`src/shared/aircs_defines.vh`:
```
// Purpose: constants for the converter source, reference and clock select block
// Assumes: 8-bit register port, one aligned word per register
// Notes: offsets are byte addresses on the plain register port
`ifndef AIRCS_DEFINES_VH
`define AIRCS_DEFINES_VH
`define AIRCS_ADDR_W 4
`define AIRCS_OFS_SEL0 4'h0
`define AIRCS_OFS_CTRL1 4'h4
`define AIRCS_OFS_PINFN 4'h8
`define AIRCS_OFS_PINCFG 4'hc
`define AIRCS_OFS_STAT 4'h1
`define AIRCS_CTRL1_RST 8'h00
`define AIRCS_SEL0_RST 4'h0
`define AIRCS_CH_LSB 0
`define AIRCS_CH_MSB 3
`define AIRCS_CLK_LSB 0
`define AIRCS_CLK_MSB 2
`define AIRCS_REF_LSB 3
`define AIRCS_REF_MSB 4
`define AIRCS_SRC_LSB 5
`define AIRCS_SRC_MSB 7
`define AIRCS_REF_INT 2'h1
`define AIRCS_SRC_AMP2 3'h1
`define AIRCS_SRC_FILT 3'h2
`define AIRCS_SRC_AMP1 3'h3
`define AIRCS_SRC_BATD 3'h4
`define AIRCS_DIV_W 7
`endif

```
`src/rtl/aircs_clk_div.v`:
```
// Purpose: power-of-two divider making a one-cycle conversion clock enable
// Assumes: sel may change at any time; it is sampled into sel_r only at period ends
// Notes: code n gives one pulse every 2**n system clocks
`include "aircs_defines.vh"
module aircs_clk_div (
    // clock and reset
    input wire mclk_i,
    input wire srst_i,
    // control
    input wire [2:0] sel_i,
    // enable out
    output reg tick_o
);
    reg [`AIRCS_DIV_W-1:0] cnt_r;
    reg [2:0] sel_r;
    wire [`AIRCS_DIV_W-1:0] last_w = (7'h01 << sel_r) - 7'h01;
    wire wrap_w = (cnt_r >= last_w);

    // new code is taken only at a period end, so no short or runt pulse appears
    always @(posedge mclk_i)
    begin
        if (srst_i)
        begin
            cnt_r <= 7'h00;
            sel_r <= 3'h0;
            tick_o <= 1'b0;
        end
        else
        begin
            tick_o <= wrap_w;
            if (wrap_w)
            begin
                cnt_r <= 7'h00;
                sel_r <= sel_i;
            end
            else
                cnt_r <= cnt_r + 7'h01;
        end
    end
endmodule // aircs_clk_div

```
`src/rtl/aircs_pin_ctl.v`:
```
// Purpose: per-pin override when a pin is given to the converter
// Assumes: four pins, each with a two-bit function code
// Notes: function code 2'h3 marks the analog input function
`include "aircs_defines.vh"
module aircs_pin_ctl (
    // clock and reset
    input wire mclk_i,
    input wire srst_i,
    // pin configuration
    input wire [3:0] fn_lo_i,
    input wire [3:0] fn_hi_i,
    input wire [3:0] pull_en_i,
    input wire [3:0] dir_in_i,
    // resolved controls
    output reg [3:0] analog_o,
    output reg [3:0] pull_o,
    output reg [3:0] dir_in_o,
    output reg [3:0] dig_en_o
);
    wire [3:0] an_w = fn_lo_i & fn_hi_i;

    always @(posedge mclk_i)
    begin
        if (srst_i)
        begin
            analog_o <= 4'h0;
            pull_o <= 4'h0;
            dir_in_o <= 4'hf;
            dig_en_o <= 4'h0;
        end
        else
        begin
            analog_o <= an_w;
            dig_en_o <= ~an_w;
            pull_o <= pull_en_i & ~an_w;
            dir_in_o <= dir_in_i | an_w;
        end
    end
endmodule // aircs_pin_ctl

```
`src/rtl/aircs_top.v`:
```
// Purpose: converter input, reference and conversion clock selection
// Assumes: registers on a plain port, read data one cycle after the strobe
// Notes: analog switches are driven as one-hot enables
//
// Notes on behaviour
// channel codes 0000 to 0011 connect analog pins 0 to 3.
// channel codes 0100 to 1111 connect no pin; external path floats.
// source codes 001 to 100 pick amp2, filter, amp1, battery voltage.
// source codes 000 and 101 to 111 take the external pin path.
// reference code 01 picks the regulator; all other codes the reference pin.
// clock code n divides the system clock by two to the n.
// a pin given to the converter loses all other functions.
// a pin given to the converter drops its pull-high resistor.
// converter function overrides the pin direction setting.
// software sets channel 0100 to 1111 whenever an internal source is used.
// software keeps the reference pin function off while regulator is reference.
// divided clock drives conversion; selector change never corrupts it.
//
// The address map and the strobed register port are this design's own decisions.
`include "aircs_defines.vh"
module aircs_top (
    // clock and reset
    input wire mclk_i,
    input wire srst_i,
    // register port
    input wire [`AIRCS_ADDR_W-1:0] addr_i,
    input wire [7:0] wdata_i,
    input wire wr_i,
    input wire rd_i,
    output reg [7:0] rdata_o,
    // pin configuration inputs from the port logic
    input wire [3:0] pull_en_i,
    input wire [3:0] dir_in_i,
    // analog switch enables and conversion clock enable
    output reg [3:0] pin_sw_o,
    output reg [3:0] int_sw_o,
    output reg ref_int_o,
    output reg ref_pin_o,
    output reg conv_tick_o,
    // pin overrides
    output wire [3:0] pin_analog_o,
    output wire [3:0] pin_pull_o,
    output wire [3:0] pin_dir_in_o,
    output wire [3:0] pin_dig_en_o
);
    reg [3:0] ext_channel_sel_r;
    reg [7:0] ctrl1_r;
    reg [3:0] pin_function_sel_lo_r;
    reg [3:0] pin_function_sel_hi_r;
    reg ref_pin_fn_r;
    wire div_tick_w;

    wire [2:0] input_source_sel = ctrl1_r[`AIRCS_SRC_MSB:`AIRCS_SRC_LSB];
    wire [1:0] ref_source_sel = ctrl1_r[`AIRCS_REF_MSB:`AIRCS_REF_LSB];
    wire [2:0] conv_clk_div_sel = ctrl1_r[`AIRCS_CLK_MSB:`AIRCS_CLK_LSB];

    // one-hot decode of a two-bit pin index when the code is in range
    function [3:0] pin_dec;
        input [3:0] code;
        begin
            pin_dec = 4'h0;
            if (code[3:2] == 2'h0)
                pin_dec = 4'h1 << code[1:0];
        end
    endfunction

    function is_internal;
        input [2:0] src;
        begin
            is_internal = (src >= `AIRCS_SRC_AMP2) && (src <= `AIRCS_SRC_BATD);
        end
    endfunction

    // register writes
    always @(posedge mclk_i)
    begin
        if (srst_i)
        begin
            ext_channel_sel_r <= `AIRCS_SEL0_RST;
            ctrl1_r <= `AIRCS_CTRL1_RST;
            pin_function_sel_lo_r <= 4'h0;
            pin_function_sel_hi_r <= 4'h0;
            ref_pin_fn_r <= 1'b0;
        end
        else if (wr_i)
        begin
            case (addr_i)
                `AIRCS_OFS_SEL0: ext_channel_sel_r <= wdata_i[`AIRCS_CH_MSB:`AIRCS_CH_LSB];
                `AIRCS_OFS_CTRL1: ctrl1_r <= wdata_i;
                `AIRCS_OFS_PINFN:
                begin
                    pin_function_sel_lo_r <= wdata_i[3:0];
                    pin_function_sel_hi_r <= wdata_i[7:4];
                end
                `AIRCS_OFS_PINCFG: ref_pin_fn_r <= wdata_i[0];
                default: ;
            endcase
        end
    end

    // reads; unmapped addresses return zero
    always @(posedge mclk_i)
    begin
        if (srst_i)
            rdata_o <= 8'h00;
        else if (rd_i)
        begin
            case (addr_i)
                `AIRCS_OFS_SEL0: rdata_o <= {4'h0, ext_channel_sel_r};
                `AIRCS_OFS_CTRL1: rdata_o <= ctrl1_r;
                `AIRCS_OFS_PINFN: rdata_o <= {pin_function_sel_hi_r, pin_function_sel_lo_r};
                `AIRCS_OFS_PINCFG: rdata_o <= {7'h00, ref_pin_fn_r};
                `AIRCS_OFS_STAT: rdata_o <= {pin_sw_o, int_sw_o};
                default: rdata_o <= 8'h00;
            endcase
        end
        else
            rdata_o <= 8'h00;
    end

    // analog switch control; external path is gated by pin function only, not by source select
    always @(posedge mclk_i)
    begin
        if (srst_i)
        begin
            pin_sw_o <= 4'h0;
            int_sw_o <= 4'h0;
            ref_int_o <= 1'b0;
            ref_pin_o <= 1'b0;
            conv_tick_o <= 1'b0;
        end
        else
        begin
            // the channel selector is not masked on internal sources, so a bad
            // setting still shorts the pin as the hardware would; software avoids it
            if (is_internal(input_source_sel))
                int_sw_o <= 4'h1 << (input_source_sel - `AIRCS_SRC_AMP2);
            else
                int_sw_o <= 4'h0;
            pin_sw_o <= pin_dec(ext_channel_sel_r) & pin_analog_o;
            ref_int_o <= (ref_source_sel == `AIRCS_REF_INT);
            ref_pin_o <= (ref_source_sel != `AIRCS_REF_INT) & ref_pin_fn_r;
            conv_tick_o <= div_tick_w;
        end
    end

    aircs_clk_div u_div (
        .mclk_i(mclk_i),
        .srst_i(srst_i),
        .sel_i(conv_clk_div_sel),
        .tick_o(div_tick_w)
    );

    aircs_pin_ctl u_pin (
        .mclk_i(mclk_i),
        .srst_i(srst_i),
        .fn_lo_i(pin_function_sel_lo_r),
        .fn_hi_i(pin_function_sel_hi_r),
        .pull_en_i(pull_en_i),
        .dir_in_i(dir_in_i),
        .analog_o(pin_analog_o),
        .pull_o(pin_pull_o),
        .dir_in_o(pin_dir_in_o),
        .dig_en_o(pin_dig_en_o)
    );
endmodule // aircs_top

```
`config.mk`:
```
export PLATFORM = sky130hd
export DESIGN_NAME = aircs_top
export DESIGN_NICKNAME = d
export VERILOG_FILES = /design/src/rtl/aircs_clk_div.v /design/src/rtl/aircs_pin_ctl.v /design/src/rtl/aircs_top.v
export VERILOG_INCLUDE_DIRS = /design/src /design/src/shared
export SDC_FILE = /design/constraint.sdc
export NUM_CORES = 1
export LEC_CHECK = 0
export BUFFER_PORTS_ARGS = -buffer_cell sky130_fd_sc_hd__buf_2
export CAP_MARGIN = 20
export CORE_MARGIN = 1.5
export CORE_UTILIZATION = 45
export CTS_CLUSTER_SIZE = 10
export DETAILED_ROUTE_END_ITERATION = 6
export PLACE_DENSITY = 0.74
export SETUP_SLACK_MARGIN = 0.05
export SLEW_MARGIN = 5
export SYNTH_ARGS = -nofsm -noshare
export SYNTH_HDL_FRONTEND = slang
export SYNTH_SLANG_ARGS = --single-unit
```
`constraint.sdc`:
```
create_clock -name mclk_i -period 3.6 [get_ports mclk_i]
set_input_delay 0.72 -clock mclk_i [delete_from_list [all_inputs] [get_ports mclk_i]]
set_output_delay 0.72 -clock mclk_i [all_outputs]
set_load 0.005 [all_outputs]
```
## After elaboration in Yosys (flattened, before gate mapping)

Index checks and enable logic that the tools add are counted.

- $add $sub $neg: 3
- $lt $le $gt $ge: 3
- Equal/unequal tests: 6
- Shifts and indexed selects: 3
- Mux-type cells: 3
- Bitwise logic cells: 8
- Reductions and logical operators: 10

Operators by type and width:

| operator | count |
|---|---|
| case mux 8 bit (5 select lines) | 1 |
| bitwise AND 4 bit | 3 |
| == test 4 bit, second input constant | 2 |
| two-way mux 4 bit | 2 |
| AND reduction 2 bit | 4 |
| adder 7 x 1 -> 7 bit, second input constant | 1 |
| >= comparator 7 bit | 1 |
| left shift 1 x 3 -> 7 bit, first input constant | 1 |
| subtractor 7 x 1 -> 7 bit, second input constant | 1 |
| OR reduction 2 bit | 3 |
| == test 4 x 1 -> 1 bit, second input constant | 1 |
| == test 4 x 3 -> 1 bit, second input constant | 1 |
| logical NOT 4 bit | 1 |
| NOT 4 bit | 1 |
| bitwise OR 4 bit | 1 |
| left shift 1 x 2 -> 4 bit, first input constant | 1 |
| left shift 1 x 3 -> 4 bit, first input constant | 1 |
| >= comparator 3 x 1 -> 1 bit, second input constant | 1 |
| less-or-equal comparator 3 bit, second input constant | 1 |
| subtractor 3 x 1 -> 3 bit, second input constant | 1 |
| == test 2 x 1 -> 1 bit, second input constant | 1 |
| logical NOT 2 bit | 1 |
| inequality test 2 x 1 -> 1 bit, second input constant | 1 |
| NOT 1 bit | 2 |
| 2 further kinds | 2 |

- Register bits: 67
- Input bits: 24

## Longest topological paths before layout

Gate-level depths: netlist (run 1).

- Depth after elaboration: 4
- Gate-level depth with buffers: 7
- Depth with buffers taken out: 7

## By module

A second synthesis (run 1) with hierarchy kept.

- Cells, all modules: 303
- Area, all modules: 2,861.5 um2

By module, submodules not included:

| module | times used | cells an instance | area an instance (um2) | seq. area each (um2) |
|---|---|---|---|---|
| aircs_top | 1 | 201 | 1,780.5 | 800.8 |
| aircs_clk_div | 1 | 65 | 604.3 | 220.2 |
| aircs_pin_ctl | 1 | 37 | 476.7 | 320.3 |

## Least setup slack after synthesis (run 1)

No wires, ideal clock.

- Kind: in2reg
- Start point: input addr_i[0]
- End point: register ctrl1_r[0]
- Setup time: 0.132 ns
- Arrival time: 1.637 ns
- Required time: 3.468 ns
- Path slack: 1.831 ns
- Cell stages on the path: 5
- Path through: buf_2 > nor4b_4 > nand2_1 > nand2_1 > a21oi_1

- Longest elaborated chain between the ends: 2

Ends and longest elaborated chain:

| element | line | text |
|---|---|---|
| start, declared | aircs_top.v:26 | `` input wire [`AIRCS_ADDR_W-1:0] addr_i, `` |
| == test 4 x 3 -> 1 bit | aircs_top.v:87 | `case (addr_i)` |
| AND reduction 2 bit (no source line) | - |  |
| end signal, assigned | aircs_top.v:80 | `` ctrl1_r <= `AIRCS_CTRL1_RST; `` |
| end signal, assigned | aircs_top.v:89 | `` `AIRCS_OFS_CTRL1: ctrl1_r <= wdata_i; `` |
| end, declared | aircs_top.v:47 | `reg [7:0] ctrl1_r;` |

Every way passes these cells.
A chain may end at the register's enable or synchronous reset.

## Worst setup path in the final report (run 1)

- Start point: input addr_i[0]
- End point: register ctrl1_r[7]

Same word-level chain as after synthesis.

==> summary.txt, run 1 <==
STA
  • Clock skew: roughly 7 ps
  • Setup ws final: 1590 ps
  • Minimum clock period: 2010 ps
  • Final cycle utilization of the critical path: between 50% and 60%
  • Hold Violations, Final: 0
  • Tightest Pin Transition: a little over 800 ps
  • Fmax: just under 500 MHz
  • Fin. max-slew vios: 0
  • Worst rel slew slack: a little under half
  • RSZ-0062 raised after global routing: no
  • Final setup viols: 0
  • Post-Route Setup TNS: 0 ps

Global routing
  • First-pass GRT wire length: 9.14 mm
  • Vias in the first global route: between 1500 and 2000
  • Remaining global-route overflow: 0
  • Largest net degree at the start of global routing: 34
  • Total GRT Usage: between 10% and 20%
  • Initial antenna violation count: 0

Clock tree
  • CTS tree: yes
  • Clock tree sinks: between 60 and 70
  • Post_cts resized: 0
  • CTS buffer count: 9
  • # hold bufs at CTS: 0
  • Reg clk slew, reported paths: ~70 ps
  • Total setup buffers inserted after CTS: 0
  • Worst skew pair latency: 340 ps
  • Longest Clk Path Bufs: 2
  • CTS H-tree lvls: 3
  • Root buf cell: clkbuf_8

Final layout
  • Synth-to-layout area growth: 21.8%
  • Count of nets after finishing: 356
  • Share of cells above drive strength 1: around a quarter
  • Non-filler cells, final: about 400
  • Antenna cell count: 0

Detailed routing
  • Vias: around 2100
  • Vias/cell: 5.33
  • Detailed Route Iter0 Violations: around 160
  • 1st-pass router iterations: 7
  • DRC Markers: 0
  • Post-route ant nets: 0
  • Routed wire length per instance: 14.2 um
  • Total wire length: ~5.7 mm

Flow run
  • Max_cap viols: 0

Die
  • Die area: around 6000 um^2
  • Die Wd: a little under 80 um
  • Core area: ~5500 um^2
  • Initial Utilization: ~46%
  • Num rows: 27
  • Die height: ~78 um
  • Top-level I/O count: a little under 60

Power
  • Peak VDD IR: 0.258 mV
  • Static leakage: about 1.3 nW
  • PD cells: ~480 nW/um^2

Place
  • Hpwl dp: 4.08 mm
  • Pre-CTS setup slack: ~1300 ps
  • Gpl congestion: approximately 0.9
  • I/O Buffers: 58
  • Cells after DPL: about 380

Yosys
  • Yosys cell types: 36
  • Most used flip-flop cell after synthesis: dfxtp_1
  • Seq/Total Area, Yosys: ~53%
  • Yosys warnings: 0
  • #FFs+latches synth: 67
  • Asr flop ratio synth: 0%
  • Net Count, Synth: about 290
  • Synthesized area: about 2500 um^2
  • Syn Area/Cell: roughly 9.8 um^2
  • Cells after Synth: 259
  • Number of flops mapped to enable cells by yosys: 0

Setup path
  • Crit path max fanout: 16
  • Startpoint Class: primary input
  • WP data arrival: approximately 2200 ps
  • Setup crit end kind: flip-flop
  • Setup Crit Path Kind: in -> reg
  • Critical Path RT: approximately 3800 ps

Run status
  • Status: finished clean

Min path
  • Hold/Removal Path Class: reg -> reg
power by group:
group	internal [mW]	switching, mW
clock network	0.331	0.311
logic	0.0275	0.0423
registers	0.753	0.00580
total	1.11	0.359
logic make-up (layout without fill, tap and decap cells):
family / after synthesis / in the layout / synth area share [%]
AO/OA/AOI/OAI: 44 / 44 / 11.0
XOR/XNOR: 5 / 5 / 1.73
adder cells (fa/ha/maj): 11 / 11 / 5.43
buffers and inverters: 15 / 82 / 2.72
flip-flops: 67 / 67 / 53.0
multiplexers: 8 / 8 / 3.31
AND/OR/NAND/NOR: 109 / 109 / 22.9
Yosys cell counts (2+ instances only):
library cell  number  area, um^2
nor2b_1            2        12.5
and2_1             6        37.5
and3_1             8        50.1
clkbuf_1           5        18.8
nand3b_1           2        15.0
ha_1              11         138
xnor2_1            3        26.3
dfxtp_1           67        1340
inv_1              7        26.3
and4b_1            2        20.0
xor2_1             2        17.5
a21oi_1           26         130
o2bb2ai_1          2        17.5
a222oi_1           8        80.1
nand3_1           20         100
mux2_2             3        33.8
nor2_1            24        90.1
nor4_1             2        12.5
mux2i_1            5        50.1
o21ai_0            4        20.0
nand2_1           27         101
nor4b_4            2        47.6
nand2b_1           5        31.3
nor3_1             4        20.0
placed cells by master (no fill, tap or decap), drive strengths merged, types with 2 or more instances in the layout:
cell	n
nor4	2
buf	59
clkbuf	9
nor4b	2
dfxtp	67
and2	6
o21ai	4
mux2i	5
nand3	20
a222oi	8
ha	11
xor2	2
o2bb2ai	2
nor2b	2
nor2	24
and4b	2
mux2	3
clkinvlp	2
nor3	5
nand3b	2
and3	8
nand2	27
nand2b	5
a21oi	26
inv	11
xnor2	3
final cells by class:
type | instances | area, um^2
Clock buffer | 9 | 124
Clock inverter | 7 | 82.6
Fill cell | 498 | 2390
Inverter | 7 | 26.3
Multi-Input combinational cell | 177 | 1120
Sequential cell | 67 | 1340
Tap cell | 72 | 90.1
Timing Repair Buffer | 59 | 298
critical path, stage by stage:
cell and delay, ps:
buf_2 170, nor4b_4 740, nand2_1 350, nand2_1 160
a21oi_1 70
worst paths after layout:
| check | startpoint | slack [ps] | cells after the start | to |
|---|---|---|---|---|
| min | u_div.tick_o | 460 | 1 | conv_tick_o |
| max | addr_i[0] | 1590 | 5 | ctrl1_r[7] |
| min reg2reg | u_div.tick_o | 460 | 1 | conv_tick_o |
| max reg2reg | u_div.sel_r[1] | 1650 | 6 | u_div.cnt_r[1] |
state kept, by name (all words and copies together), names as in the netlist, 3 cells and up:
name	cells
ctrl1_r	8
pin_function_sel_hi_r	4
pin_sw_o	4
rdata_o	8
u_pin.dir_in_o	4
ext_channel_sel_r	4
u_pin.analog_o	4
u_div.cnt_r	7
int_sw_o	4
u_pin.dig_en_o	4
pin_function_sel_lo_r	4
u_div.sel_r	3
u_pin.pull_o	4
metal layers:
metal | GRT usage, % | up-vias | share of wire [%]
li1 | - | 1045 | -
met1 | 23.3 | 981 | 43
met2 | 33.7 | 81 | 49
met3 | 5.81 | 14 | 6.6
met4 | 8.39 | 0 | 2.2
met5 | 0 | - | 0
metrics by stage:
step	total power, mW	area (um^2)	hold WS (ps)	util (%)
finish	1.47	3080	456	56.4
global route	1.52	3080	486	56.4
CTS	1.48	3080	465	56.4
detailed placement	0.845	2880	447	52.6
global placement	0.843	2880	427	52.6
floorplan	0.810	2530	414	-
Note: power is estimated with default switching activity, not from simulation.
==> run 2, diff against run 1 <==
clock period = 2.03 ns   (was 3.6 ns; I/O delays follow)
==> run 2 against run 1 <==
Largest cell class unchanged. Cell area rose by 2.0%. Critical path depth rose by 1. Count of clock-buffer cells in the layout did not move. Clock power rose by 92%. Core utilization rose by 1.1 points. Via count rose by 0.47%.
==> summary.txt, run 2 (synthesis results as in run 1) <==
Power
  • Peak VDD IR: 0.445 mV (+73%)
  • Switching share of power: 22.9% (-1.5 points)
  • Static leakage: 1.36 nW (+2.9%)
  • Sequential share of power: 49.6% (-2.0 points)
  • Total Power: 2.71 mW (+84%)
  • Comb power frac: 4.9% (+0.2 points)
  • Power Internal: 2.09 mW (+88%)
  • PD cells: 861 nW/um^2 (+81%)
  • Clk pwr share: 45.5% (+1.8 points)
  • Sw Pwr: 0.621 mW (+73%)

Global routing
  • Initial antenna violation count: 0 (unchanged)
  • Total GRT Usage: 20.5% (+0.61 points)
  • Remaining global-route overflow: 0 (unchanged)
  • First-pass GRT wire length: 9.45 mm (+3.3%)
  • Largest net degree at the start of global routing: 23 (-32%)
  • Vias in the first global route: 1985 (+2.0%)

Setup path
  • CP Cell Sequence: or3_1 > ha_1 > nor2b_1 > o21ai_1 > a211o_2 > o22ai_1
  • Worst path depth: 6 (+1)
  • Setup crit end: u_div.sel_r[2]
  • Crit path from: u_div.sel_r[0]
  • Worst R2R Path Depth: 6 (unchanged)
  • Setup Crit Path Kind: reg -> reg
  • Startpoint Class: flip-flop
  • Worst R2R Start: u_div.sel_r[0]
  • Worst reg-to-reg setup slack: 190 ps (-1460 ps)
  • Critical Path RT: 2300 ps (-1500 ps)
  • Worst path bufs/invs: 0 (-1)
  • Slowest stage delay, CP: 410 ps (-330 ps)
  • CP max stage cell: a211o_2
  • Crit path max fanout: 7 (-9)
  • Top Family by Delay on Critical Path: compound AO/OA/AOI/OAI gates
  • Setup crit end kind: flip-flop
  • R2R Path End: u_div.sel_r[2]
  • WP data arrival: 2120 ps (-90 ps)

Final layout
  • Antenna cell count: 0 (unchanged)
  • Top Registers: ctrl1_r (8), rdata_o (8), u_div.cnt_r (7)
  • Most common cell after layout, fill and taps aside: dfxtp_1
  • Share of cells above drive strength 1: 26.7% (+1.8 points)
  • Reg area: 1340 um^2 (+0.19%)
  • Non-filler cells, final: 402 (+1.0%)
  • Area taken by multi-input logic gates: 1120 um^2 (+0.11%)
  • Fillers: 494 (-0.80%)
  • Count of nets after finishing: 360 (+1.1%)
  • Final Cell Area: 3150 um^2 (+2.0%)
  • Synth-to-layout area growth: 24.3%
  • Most frequent cells in the layout: 65 x dfxtp_1, 58 x buf_2, 27 x nand2_1

STA
  • Post-Route Setup TNS: 0 ps (unchanged)
  • Fin. max-slew vios: 0 (unchanged)
  • Hold Violations, Final: 0 (unchanged)
  • Tightest Pin Transition: 558 ps (-247 ps)
  • Final setup viols: 0 (unchanged)
  • Final cycle utilization of the critical path: around 90%
  • RSZ-0062 raised after global routing: no
  • Fmax: roughly 540 MHz
  • Clock skew: 12.1 ps (+5.13 ps)
  • Minimum clock period: ~1800 ps
  • Final hold slack: 239 ps (-217 ps)
  • Worst rel slew slack: 62.7% (+17 points)

Die
  • Initial Utilization: 46.3% (unchanged)
  • Die height: 78.0 um (unchanged)
  • Num rows: 27 (unchanged)
  • Die Wd: 78.0 um (unchanged)
  • Top-level I/O count: 59 (unchanged)
  • Die area: 6090 um^2 (unchanged)
  • Core area: 5470 um^2 (unchanged)

Detailed routing
  • Vias: 2131 (+0.47%)
  • Routed wire length per instance: 14.6 um (+2.7%)
  • DRC Markers: 0 (unchanged)
  • Detailed Route Iter0 Violations: 220 (+37%)
  • Vias/cell: 5.30 (-0.53%)
  • 1st-pass router iterations: 5 (-2)
  • Post-route ant nets: 0 (unchanged)
  • Total wire length: 5.87 mm (+3.7%)

Place
  • I/O Buffers: 58 (unchanged)
  • Placed Instance Area: 2920 um^2 (+1.5%)
  • Cells after DPL: 386 (+1.0%)
  • Gpl congestion: 0.864 (-5.2%)
  • Hpwl dp: 4.28 mm (+4.8%)

Clock tree
  • CTS buffer count: 9 (unchanged)
  • Total setup buffers inserted after CTS: 0 (unchanged)
  • Worst skew pair latency: 340 ps (about the same)
  • Reg clk slew, reported paths: 80 ps (about the same)
  • Clock tree sinks: 67 (unchanged)
  • CTS H-tree lvls: 3 (unchanged)
  • CTS tree: yes
  • Root buf cell: clkbuf_8
  • Longest Clk Path Bufs: 2 (unchanged)

Flow run
  • Max_cap viols: 0 (unchanged)

Min path
  • Hold path start: dir_in_i[3]
  • Hold/Removal Path Class: in -> reg

Run status
  • Status: finished clean
-- run 2: power groups by stage --
stage | Clock (mW) | Sequential (mW) | Combinational (mW)
final | 1.23 | 1.34 | 0.132
after global routing | 1.31 | 1.35 | 0.145
after CTS | 1.25 | 1.34 | 0.132
after detailed placement | 0 | 1.38 | 0.131
after global placement | 0 | 1.38 | 0.130
after floorplan | 0 | 1.38 | 0.0610
-- run 2: worst register-to-register path, delay by kind of cell, from the launching register on --
family / cells / cell delay, ps
flops: 1 / 340
simple gates: 2 / 480
fa+ha+maj: 1 / 270
compound gates: 3 / 680
-- run 2: final cells by class --
class | count | share of cell area, %
Sequential cell | 67 | 42.7
Clock inverter | 7 | 3.14
Clock buffer | 9 | 3.94
Timing Repair Buffer | 63 | 10.8
Tap cell | 72 | 2.86
Multi-Input combinational cell | 177 | 35.7
Inverter | 7 | 0.835
-- run 2: worst min path at each step --
stage	slack, ps	depth (start not counted)	endpoint
finish	240	2	u_pin.dir_in_o[3]
global route	230	2	u_pin.dir_in_o[3]
CTS	230	2	u_pin.dir_in_o[3]
detailed placement	440	1	conv_tick_o
global placement	440	1	u_div.cnt_r[0]
floorplan	410	1	conv_tick_o
-- run 2: per-stage QoR --
| step | worst slack [ps] | utilization [%] |
|---|---|---|
| floorplan | 312 | - |
| global placement | 222 | 53.4 |
| detailed placement | 178 | 53.4 |
| CTS | 160 | 57.4 |
| global route | 60.2 | 57.5 |
| finish | 186 | 57.5 |
-- run 2: per-layer routing --
metal / part of all wire [%] / GRT usage, % / vias up
met1: 40 / 23.8 / 983
met5: 0 / 0 / -
met2: 50 / 33.7 / 82
met3: 7.0 / 4.65 / 16
li1: - / - / 1050
met4: 3.4 / 13.6 / 0
-- run 2: what timing repair did --
action,4_1_cts,5_1_grt
gates resized for setup,0,4
hold buffers,0,0
hold endpoints to repair,0,0
endpoints found under the setup margin,0,6
==> run 3, diff against run 2 <==
RECOVER_POWER = 100   (was unset)
==> run 3 against run 2 <==
Clock power is essentially flat. Sequential power is essentially flat. Combinational power shrank 8%. Clock skew is essentially flat. Critical endpoint is now rdata_o[5].
==> summary.txt, run 3 (synthesis results as in run 1) <==
Setup path
  • CP Cell Sequence: clkbuf_1 > nor4b_2 > clkbuf_1 > a222oi_1 > nor2_1
  • Setup crit end kind: flip-flop
  • Slowest stage delay, CP: 730 ps (+320 ps)
  • Worst R2R Start: u_div.sel_r[0]
  • Setup Crit Path Kind: in -> reg
  • Critical Path RT: 2300 ps (about the same)
  • Startpoint Class: primary input
  • WP data arrival: 2150 ps (+30 ps)
  • CP max stage cell: nor4b_2
  • Worst R2R Path Depth: 6 (unchanged)
  • Worst reg-to-reg setup slack: 180 ps (about the same)
  • Crit path max fanout: 10 (+3)
  • R2R Path End: u_div.sel_r[2]
  • CP most frequent cell: clkbuf_1

Power
  • Static leakage: 1.29 nW (-5.4%)
  • PD cells: 875 nW/um^2 (+1.6%)
  • Peak VDD IR: 0.443 mV (-0.58%)

Die
  • Die Wd: 78.0 um (unchanged)
  • Core area: 5470 um^2 (unchanged)
  • Top-level I/O count: 59 (unchanged)
  • Die area: 6090 um^2 (unchanged)
  • Initial Utilization: 46.3% (unchanged)
  • Die height: 78.0 um (unchanged)
  • Num rows: 27 (unchanged)

Clock tree
  • # hold bufs at CTS: 0 (unchanged)
  • Root buf cell: clkbuf_8
  • Total setup buffers inserted after CTS: 0 (unchanged)
  • CTS buffer count: 9 (unchanged)
  • Reg clk slew, reported paths: 80 ps (about the same)
  • Clock tree sinks: 67 (unchanged)
  • Longest Clk Path Bufs: 2 (unchanged)
  • Worst skew pair latency: 340 ps (about the same)
  • CTS tree: yes
  • CTS H-tree lvls: 3 (unchanged)

Global routing
  • Remaining global-route overflow: 0 (unchanged)
  • Total GRT Usage: 20.5% (unchanged)
  • Initial antenna violation count: 0 (unchanged)
  • Vias in the first global route: 1985 (unchanged)
  • First-pass GRT wire length: 9.45 mm (unchanged)
  • Largest net degree at the start of global routing: 23 (unchanged)

Final layout
  • Share of cells above drive strength 1: 21.5% (-5.2 points)
  • Most common cell after layout, fill and taps aside: dfxtp_1
  • Count of nets after finishing: 360 (unchanged)
  • Most frequent cells in the layout: 66 x dfxtp_1, 47 x buf_2, 27 x nand2_1
  • Top Registers: ctrl1_r (8), rdata_o (8), u_div.cnt_r (7)
  • Synth-to-layout area growth: 21.6%
  • Antenna cell count: 0 (unchanged)
  • Fillers: 513 (+3.8%)

Detailed routing
  • Routed wire length per instance: 14.7 um (+0.36%)
  • 1st-pass router iterations: 4 (-1)
  • Detailed Route Iter0 Violations: 184 (-16%)
  • Total wire length: 5.89 mm (+0.36%)
  • Vias: 2158 (+1.3%)
  • DRC Markers: 0 (unchanged)
  • Vias/cell: 5.37 (+1.3%)
  • Post-route ant nets: 0 (unchanged)

STA
  • Final hold slack: 245 ps (+5.47 ps)
  • Worst rel slew slack: 32.6% (-30 points)
  • Final setup viols: 0 (unchanged)
  • Hold Violations, Final: 0 (unchanged)
  • Fin. max-slew vios: 0 (unchanged)
  • Post-Route Setup TNS: 0 ps (unchanged)
  • Minimum clock period: 1880 ps (+36.8 ps)
  • Final cycle utilization of the critical path: 92.7% (+1.8 points)
  • Fmax: 532 MHz (-2.0%)
  • Clock skew: 12.1 ps (+0.0321 ps)
  • Tightest Pin Transition: 1010 ps (+453 ps)
  • RSZ-0062 raised after global routing: no

Place
  • Gpl congestion: 0.864 (unchanged)
  • I/O Buffers: 58 (unchanged)
  • Hpwl dp: 4.28 mm (unchanged)

Flow run
  • Max_cap viols: 0 (unchanged)

Min path
  • Hold Crit Depth: 2 (unchanged)
  • Hold path start: dir_in_i[3]
  • Hold/Removal Path Class: in -> reg
  • Worst Hold End: u_pin.dir_in_o[3]

Run status
  • Status: finished clean
-- run 3: changes by cell type in the layout (fill, tap and decap cells not counted), sizes merged --
cell / change
buf: -14
clkbuf: +14
-- run 3: per-layer routing --
layer  up-vias  GRT usage [%]  share of wire [%]
met2       100           33.7                 49
met4         0           13.6                2.5
met5         -              0                  0
met1       991           23.8                 40
met3        11           4.65                8.7
li1       1056              -                  -
-- run 3: report_power, final --
part	switching (mW)	total, mW	internal (mW)	leakage, nW
registers	0.0103	1.35	1.33	0.545
logic	0.0746	0.121	0.0460	0.632
clock network	0.529	1.23	0.700	0.110
total	0.614	2.69	2.08	1.29
-- run 3: critical path, delay by kind of cell --
kind / cells / cell delay, ps
AND/OR/NAND/NOR: 2 / 860
AO/OA/AOI/OAI: 1 / 220
buffers and inverters: 2 / 670
-- run 3: what timing repair did --
action | CTS | global route
endpoints found under the setup margin | 0 | 6
resized for setup | 0 | 4
hold endpoints to repair | 0 | 0
-- run 3: layout make-up --
class | count | area (um^2) | share of cell area (%)
Clock buffer | 9 | 124 | 4.02
Clock inverter | 7 | 98.8 | 3.21
Inverter | 7 | 26.3 | 0.853
Multi-Input combinational cell | 177 | 1100 | 35.7
Sequential cell | 67 | 1340 | 43.6
Tap cell | 72 | 90.1 | 2.92
Timing Repair Buffer | 63 | 299 | 9.71
-- run 3: metrics by stage --
step	total power [mW]	utilization [%]	area (um^2)	std cells	setup slack (ps)
floorplan	1.44	-	2530	259	312
global placement	1.51	53.4	2920	386	222
detailed placement	1.51	53.4	2920	386	178
CTS	2.73	57.4	3140	402	160
global route	2.79	56.3	3080	402	38.7
finish	2.69	56.3	3080	402	149
-- run 3: worst max-delay path by stage --
| stage | from | to | slack (ps) | depth (start not counted) |
|---|---|---|---|---|
| CTS | u_div.sel_r[0] | u_div.sel_r[2] | 160 | 6 |
| floorplan | u_div.sel_r[0] | u_div.sel_r[2] | 310 | 6 |
| global route | u_div.sel_r[0] | u_div.sel_r[2] | 40 | 6 |
| finish | addr_i[0] | rdata_o[5] | 150 | 5 |
| detailed placement | u_div.sel_r[1] | u_div.sel_r[2] | 180 | 6 |
| global placement | u_div.sel_r[1] | u_div.sel_r[2] | 220 | 6 |
